### src/pkg/uvhic_map.vh
// Constants for the user variable, homing and input command block
// Contract
// - Code 11 stores user variable to NVM
// - Code 12 reloads user variable from NVM
// - Power-up reloads all user variables first
// - Code 13: 0 start, 1 stop, 2 query
// - Query returns zero idle, nonzero searching
// - Start/stop reply OK, value don't care
// - Code 15 reads port in bank 0-2
// - Digital inputs read exactly 0 or 1
// - Digital output state also readable
// - Standalone: read value goes to accumulator
// - Direct mode: accumulator left unchanged
// - Input read replies 100 with value
`ifndef UVHIC_MAP_VH
`define UVHIC_MAP_VH
`define UVHIC_OP_STORE 8'h0B
`define UVHIC_OP_RESTORE 8'h0C
`define UVHIC_OP_HOME 8'h0D
`define UVHIC_OP_READIO 8'h0F
`define UVHIC_HOME_START 8'h00
`define UVHIC_HOME_STOP 8'h01
`define UVHIC_HOME_QUERY 8'h02
`define UVHIC_BANK_USER 8'h02
`define UVHIC_BANK_DIN 8'h00
`define UVHIC_BANK_ADC 8'h01
`define UVHIC_BANK_DOUT 8'h02
`define UVHIC_ST_OK 8'h64
`define UVHIC_ST_BAD_SUM 8'h01
`define UVHIC_ST_BAD_OP 8'h02
`define UVHIC_ST_BAD_TYPE 8'h03
`define UVHIC_ST_BAD_VAL 8'h04
`define UVHIC_FRAME_LAST 4'h8
`define UVHIC_VAR_COUNT 256
`define UVHIC_VAR_LAST 8'hFF
`define UVHIC_PORT_COUNT 8
`define UVHIC_ZERO32 32'h00000000
`define UVHIC_ONE32 32'h00000001
`endif

### src/logic/uvhic_nvm.v
// Non-volatile user variable store model with one-cycle access
`timescale 1ns/1ps
`default_nettype none
`include "uvhic_map.vh"
module uvhic_nvm (
   // Clock
   input wire core_clk,
   // Access
   input wire wr_en,
   input wire [7:0] addr,
   input wire [31:0] wdata,
   output reg [31:0] rdata
);
   // No reset: contents must survive, like real non-volatile cells
   reg [31:0] cells [0:`UVHIC_VAR_COUNT-1];
   always @(posedge core_clk) begin
      if (wr_en) begin
         cells[addr] <= wdata;
      end
      rdata <= cells[addr];
   end
endmodule // uvhic_nvm
`default_nettype wire

### src/logic/uvhic_core.v
// Command interpreter for user variable store/restore, homing and I/O reads
`timescale 1ns/1ps
`default_nettype none
`include "uvhic_map.vh"
module uvhic_core (
   // Clock and reset
   input wire core_clk,
   input wire rstn,
   // Command byte stream
   input wire rx_valid,
   input wire [7:0] rx_byte,
   // Reply byte stream
   output reg tx_valid,
   output reg [7:0] tx_byte,
   input wire tx_ready,
   // Mode and addresses
   input wire standalone,
   input wire [7:0] own_addr,
   input wire [7:0] host_addr,
   // Ports outside the clock domain
   input wire [7:0] din_pins,
   input wire [7:0] dout_state,
   input wire [79:0] adc_values,
   // Homing engine
   output reg home_start,
   output reg home_stop,
   input wire home_busy,
   // Status
   output reg ready,
   output reg [31:0] accumulator,
   // Working user variable write
   input wire uv_wr,
   input wire [7:0] uv_idx,
   input wire [31:0] uv_wdata
);
   // ==============================
   // States
   localparam [2:0] ST_BOOT = 3'h0;
   localparam [2:0] ST_BOOTW = 3'h1;
   localparam [2:0] ST_RX = 3'h2;
   localparam [2:0] ST_EXEC = 3'h3;
   localparam [2:0] ST_LOAD = 3'h4;
   localparam [2:0] ST_TX = 3'h5;
   reg [2:0] state;
   reg [3:0] cnt;
   reg [7:0] frame [0:8];
   reg [7:0] sum;
   reg [7:0] boot_idx;
   reg [31:0] uvars [0:`UVHIC_VAR_COUNT-1];
   reg [7:0] rep_status;
   reg [31:0] rep_value;
   reg rep_drop;
   reg [7:0] din_s1, din_s2, dout_s1, dout_s2;
   reg [79:0] adc_s1, adc_s2;
   reg busy_s1, busy_s2;
   reg nvm_wr;
   wire [31:0] nvm_rdata;
   wire [7:0] op = frame[1];
   wire [7:0] typ = frame[2];
   // Unregistered address, so registered read data is ready on the next edge
   wire [7:0] nvm_addr = (state == ST_BOOT) ? boot_idx : typ;
   wire [7:0] bank = frame[3];
   wire [31:0] cmd_val = {frame[4], frame[5], frame[6], frame[7]};
   integer i;
   uvhic_nvm u_nvm (
      .core_clk(core_clk),
      .wr_en(nvm_wr),
      .addr(nvm_addr),
      .wdata(uvars[nvm_addr]),
      .rdata(nvm_rdata)
   );
   // ==============================
   // Helpers
   function [7:0] reply_byte;
      input [3:0] k;
      input [7:0] st;
      input [7:0] opc;
      input [31:0] v;
      begin
         case (k)
            4'h0: reply_byte = host_addr;
            4'h1: reply_byte = own_addr;
            4'h2: reply_byte = st;
            4'h3: reply_byte = opc;
            4'h4: reply_byte = v[31:24];
            4'h5: reply_byte = v[23:16];
            4'h6: reply_byte = v[15:8];
            default: reply_byte = v[7:0];
         endcase
      end
   endfunction
   // Reply checksum over the eight leading bytes
   function [7:0] reply_sum;
      input [7:0] st;
      input [7:0] opc;
      input [31:0] v;
      begin
         reply_sum = host_addr + own_addr + st + opc + v[31:24] + v[23:16] + v[15:8] + v[7:0];
      end
   endfunction
   // ==============================
   // Synchronisers for pins
   always @(posedge core_clk) begin
      din_s1 <= din_pins;
      din_s2 <= din_s1;
      dout_s1 <= dout_state;
      dout_s2 <= dout_s1;
      adc_s1 <= adc_values;
      adc_s2 <= adc_s1;
      busy_s1 <= home_busy;
      busy_s2 <= busy_s1;
   end
   // ==============================
   // Main sequencer
   always @(posedge core_clk) begin
      if (!rstn) begin
         state <= ST_BOOT;
         cnt <= 4'h0;
         sum <= 8'h00;
         boot_idx <= 8'h00;
         tx_valid <= 1'b0;
         tx_byte <= 8'h00;
         home_start <= 1'b0;
         home_stop <= 1'b0;
         ready <= 1'b0;
         accumulator <= `UVHIC_ZERO32;
         rep_status <= 8'h00;
         rep_value <= `UVHIC_ZERO32;
         rep_drop <= 1'b0;
         nvm_wr <= 1'b0;
      end else begin
         home_start <= 1'b0;
         home_stop <= 1'b0;
         nvm_wr <= 1'b0;
         case (state)
            ST_BOOT: begin
               // Store latches cells[boot_idx] on this edge
               state <= ST_BOOTW;
            end
            ST_BOOTW: begin
               uvars[boot_idx] <= nvm_rdata;
               if (boot_idx == `UVHIC_VAR_LAST) begin
                  ready <= 1'b1;
                  state <= ST_RX;
               end else begin
                  boot_idx <= boot_idx + 8'h01;
                  state <= ST_BOOT;
               end
            end
            ST_RX: begin
               if (uv_wr) begin
                  uvars[uv_idx] <= uv_wdata;
               end
               if (rx_valid) begin
                  frame[cnt] <= rx_byte;
                  if (cnt == `UVHIC_FRAME_LAST) begin
                     cnt <= 4'h0;
                     state <= ST_EXEC;
                  end else begin
                     sum <= sum + rx_byte;
                     cnt <= cnt + 4'h1;
                  end
               end
            end
            ST_EXEC: begin
               rep_status <= `UVHIC_ST_OK;
               rep_value <= `UVHIC_ZERO32;
               rep_drop <= (frame[0] != own_addr);
               state <= ST_TX;
               if (frame[0] != own_addr) begin
                  // Another target's frame: neither acted on nor answered
                  rep_status <= `UVHIC_ST_OK;
               end else if (sum != frame[8]) begin
                  rep_status <= `UVHIC_ST_BAD_SUM;
               end else begin
                  case (op)
                     `UVHIC_OP_STORE: begin
                        // Bank 2 expected; other banks still address user vars
                        nvm_wr <= 1'b1;
                     end
                     `UVHIC_OP_RESTORE: begin
                        // Read of cells[typ] is launched on this edge
                        state <= ST_LOAD;
                     end
                     `UVHIC_OP_HOME: begin
                        case (typ)
                           `UVHIC_HOME_START: home_start <= 1'b1;
                           `UVHIC_HOME_STOP: home_stop <= 1'b1;
                           `UVHIC_HOME_QUERY:
                              rep_value <= {31'h00000000, busy_s2};
                           default: rep_status <= `UVHIC_ST_BAD_TYPE;
                        endcase
                     end
                     `UVHIC_OP_READIO: begin
                        if (typ >= `UVHIC_PORT_COUNT) begin
                           rep_status <= `UVHIC_ST_BAD_TYPE;
                        end else begin
                           case (bank)
                              `UVHIC_BANK_DIN: begin
                                 rep_value <= {31'h00000000, din_s2[typ[2:0]]};
                                 if (standalone) accumulator <=
                                    {31'h00000000, din_s2[typ[2:0]]};
                              end
                              `UVHIC_BANK_ADC: begin
                                 rep_value <= {22'h000000, adc_s2[typ[2:0]*10 +: 10]};
                                 if (standalone) accumulator <=
                                    {22'h000000, adc_s2[typ[2:0]*10 +: 10]};
                              end
                              `UVHIC_BANK_DOUT: begin
                                 rep_value <= {31'h00000000, dout_s2[typ[2:0]]};
                                 if (standalone) accumulator <=
                                    {31'h00000000, dout_s2[typ[2:0]]};
                              end
                              default: rep_status <= `UVHIC_ST_BAD_VAL;
                           endcase
                           // Direct mode leaves accumulator alone
                        end
                     end
                     default: rep_status <= `UVHIC_ST_BAD_OP;
                  endcase
               end
            end
            ST_LOAD: begin
               uvars[nvm_addr] <= nvm_rdata;
               state <= ST_TX;
            end
            ST_TX: begin
               sum <= 8'h00;
               if (rep_drop) begin
                  // Frames for other addresses get no reply
                  state <= ST_RX;
               end else if (!tx_valid || tx_ready) begin
                  if (tx_valid && cnt == `UVHIC_FRAME_LAST) begin
                     tx_valid <= 1'b0;
                     cnt <= 4'h0;
                     state <= ST_RX;
                  end else begin
                     tx_valid <= 1'b1;
                     if (tx_valid) begin
                        cnt <= cnt + 4'h1;
                     end
                     if ((tx_valid ? cnt + 4'h1 : cnt) == `UVHIC_FRAME_LAST)
                        tx_byte <= reply_sum(rep_status, op, rep_value);
                     else
                        tx_byte <= reply_byte(tx_valid ? cnt + 4'h1 : cnt,
                           rep_status, op, rep_value);
                  end
               end
            end
            default: state <= ST_BOOT;
         endcase
      end
   end
endmodule // uvhic_core
`default_nettype wire

### config.mk
export PLATFORM = sky130hd
export DESIGN_NAME = uvhic_core
export DESIGN_NICKNAME = d
export VERILOG_FILES = /design/src/logic/uvhic_nvm.v /design/src/logic/uvhic_core.v
export VERILOG_INCLUDE_DIRS = /design/src /design/src/pkg
export SDC_FILE = /design/constraint.sdc
export NUM_CORES = 1
export LEC_CHECK = 0
export ABC_AREA = 1
export BUFFER_PORTS_ARGS = -buffer_cell sky130_fd_sc_hd__buf_2
export CORE_MARGIN = 5
export CORE_UTILIZATION = 37
export DETAILED_ROUTE_END_ITERATION = 10
export GPL_ROUTABILITY_DRIVEN = 0
export PLACE_DENSITY = 0.68
export SLEW_MARGIN = 5
export SYNTH_ARGS = -nofsm -noshare
export SYNTH_HDL_FRONTEND = slang
export SYNTH_HIERARCHICAL = 1
export SYNTH_SLANG_ARGS = --single-unit
### constraint.sdc
create_clock -name core_clk -period 4.03 [get_ports core_clk]
set_input_delay 0.403 -clock core_clk [delete_from_list [all_inputs] [get_ports core_clk]]
set_output_delay 0.403 -clock core_clk [all_outputs]
set_load 0.01 [all_outputs]
==> results.txt <==
Drt wl/cell = 15.4 um
Post-synth EDFFs = 40
Main synth FF type = dfxtp_1
DP HPWL = 18800 um
Post-CTS Setup Bufs = 0
Final Skew = 13.2 ps
Sw frac = 0.243
Layout Utilization = 0.482
# setup viols final = 0
Die Footprint = 33000 sq um
DRT Pass-1 Iters = 5
Sequential fraction of the synthesis area = 0.576
CTS buffer count = 29
Share of cells above drive strength 1 = 0.159
PortBufs = 147
Kind of critical path = reg -> reg
DIE WIDTH = 182 um
Most common cell on crit path = inv_1
WP data arrival = 3940 ps
Maximum clock insertion buffer count = 3
Cell breakdown of the critical path = inv_1 > fa_1 > inv_1 > fa_1 > inv_1 > fa_1 > inv_1 > ha_1 > a21oi_1 > o21ai_0 > a31oi_1 > inv_1 > nand3_1 > nand3_1 > a21oi_1
Number of global-route vias before repair = 8707
DR iter-0 viols = 613
Clock share of power = 0.417
Combinational group share of total power = 0.104
Worst VDD drop = 0.386 mV
Pwr Total = 0.00659 W
Final min period = 3460 ps
Yosys warning total = 6
Critical path startpoint category = flop
# IOs = 211
Power Density = 472 nW/um^2
Reg power frac = 0.479
Initial antenna violation count = 1
Via density = 4.68
Netlist cell types = 41
Worst-Skew Late Latency = 550 ps
Outcome = finished clean
Via count = 8639
Clock root cell = clkbuf_16
Ratio of final minimum period to clock period = 0.859
TNS Setup = 0 ps
Routed wire length = 28400 um
Final #Nets = 1648
Post-route DRC = 0
Die H = 182 um
Total track usage = 0.169
Most frequent cells in the layout = dfxtp_1, nand2_1, buf_2
Crit-path max cell delay = 520 ps
Final Max Slew Viols = 0
Worst-path clk slew = 70 ps
Synthesis-to-layout area growth = 27.9%
Mean Syn Cell Area = 9.22 sq um
Cell Int Power = 0.00499 W
Crit path required time = 4510 ps
Min-Delay Path Class = in -> reg
Asr flop ratio synth = 0
Setup WS pre-CTS = 391 ps
Final WS setup = 569 ps
Post-CTS resize count = 0
Synth Register Bits = 294
Mapped Area = 10900 sq um
GR Overflow Total = 0
First-pass GRT wire length = 45300 um
Pin count of the biggest net entering global routing = 38
Crit. End Element = flop
Leak = 6.30 nW
Max Fclk = 289 MHz
Row count = 62
CTS Sinks = 294
Initial Utilization = 0.377
Worst slew margin = 0.215
Worst Path Max Fanout = 3
Synth Instances = 1183
Core ar. = 28900 sq um
Worst path slowest cell = fa_1
Slew at the pin closest to its max-slew limit = 1170 ps
CTS tree = built
Switch Pwr = 0.00160 W
RSZ-0062 raised after global routing = false
Final ANT Viol Nets = 0
Commonest non-fill, non-tap cell in the layout = dfxtp_1
Max H-tree Level = 1
Max_cap viols = 0
Hold Violations, Final = 0
Cts hold-fix bufs = 97
power by group through the flow:
| stage | Clock (W) | Sequential, W | Combinational [W] |
|---|---|---|---|
| finish | 0.00275 | 0.00316 | 0.000688 |
| detailed placement | 0 | 0.00322 | 0.000600 |
| CTS | 0.00278 | 0.00315 | 0.000675 |
| global placement | 0 | 0.00322 | 0.000589 |
| global route | 0.00294 | 0.00317 | 0.000774 |
| floorplan | 0 | 0.00320 | 0.000437 |
critical path: cells and delay by family (launching register included):
kind / cells / cell delay, ps
DFF: 1 / 400
buffers and inverters: 5 / 380
adders and majority gates: 4 / 1860
and+or+nand+nor: 2 / 130
AOI/OAI and AO/OA: 4 / 620
logic make-up (layout without fill, tap and decap cells):
kind of cell	Yosys count	after routing	synth area share
AO/OA/AOI/OAI	155	155	0.0783
XOR/XNOR	20	20	0.0167
adder cells (fa/ha/maj)	42	42	0.0626
buffers and inverters	204	460	0.0800
flip-flops	294	294	0.576
other	1	23	0.000344
AND/OR/NAND/NOR	467	467	0.186
sequential cells by signal (all words and copies together), names as in the netlist, 3 cells and up:
signal / flops
adc_s1: 80
sum: 8
cnt: 4
dout_s1: 8
din_s2: 8
accumulator: 10
state: 3
tx_byte: 8
rep_status: 4
rep_value: 10
frame: 40
din_s1: 8
adc_s2: 80
dout_s2: 8
boot_idx: 8
metal layers:
metal / track usage / routed length (um) / share of wire
met4: 0.0543 / 763 / 0.027
met5: 0 / 0 / 0
met1: 0.211 / 12100 / 0.43
met2: 0.291 / 13500 / 0.47
met3: 0.0358 / 2050 / 0.072
worst paths after layout:
check / start / end / slack, ps / cells past startpoint
worst max-delay path: rep_status[5]$_SDFFE_PN0P_ / tx_byte[7]$_SDFFE_PN0P_ / 570 / 15
worst min-delay path: rx_byte[0] / frame[8][0]$_DFFE_PP_ / 180 / 1
worst max register to register: rep_status[5]$_SDFFE_PN0P_ / tx_byte[7]$_SDFFE_PN0P_ / 570 / 15
worst min register to register: adc_s1[8]$_DFF_P_ / adc_s2[8]$_DFF_P_ / 320 / 0
cells in the mapped netlist (all sizes together) (6+ instances only):
master,number,area (sq um)
buf,36,243
and3,6,37.5
nor3,12,65.1
nand2,221,845
or2,6,37.5
a21oi,67,339
fa,21,420
inv,154,578
nand4,31,194
nand3,73,365
edfxtp,40,1200
nor2,111,434
xor2,16,140
o211ai,10,75.1
dfxtp,254,5080
clkbuf,14,52.6
ha,21,263
o21ai,64,332
stage by stage:
stage                     area, sq um  hold WS, ps  instances
final                           13900          177       1845
after global routing            13900          156       1845
after CTS                       13900          163       1844
after detailed placement        12000          312       1695
after global placement          12000          310       1695
after floorplan                 11000          310       1204
layout make-up:
class                   count  area, sq um
fillers                  2611        15000
flip-flops and latches    294         6290
multi-input cells         706         3830
repair buffers            254         1780
clock buffers              41          885
inverters                 154          578
well taps                 384          480
clock inverters            11          106
diodes                      1         2.50
Power figures use the tool's default switching activity.
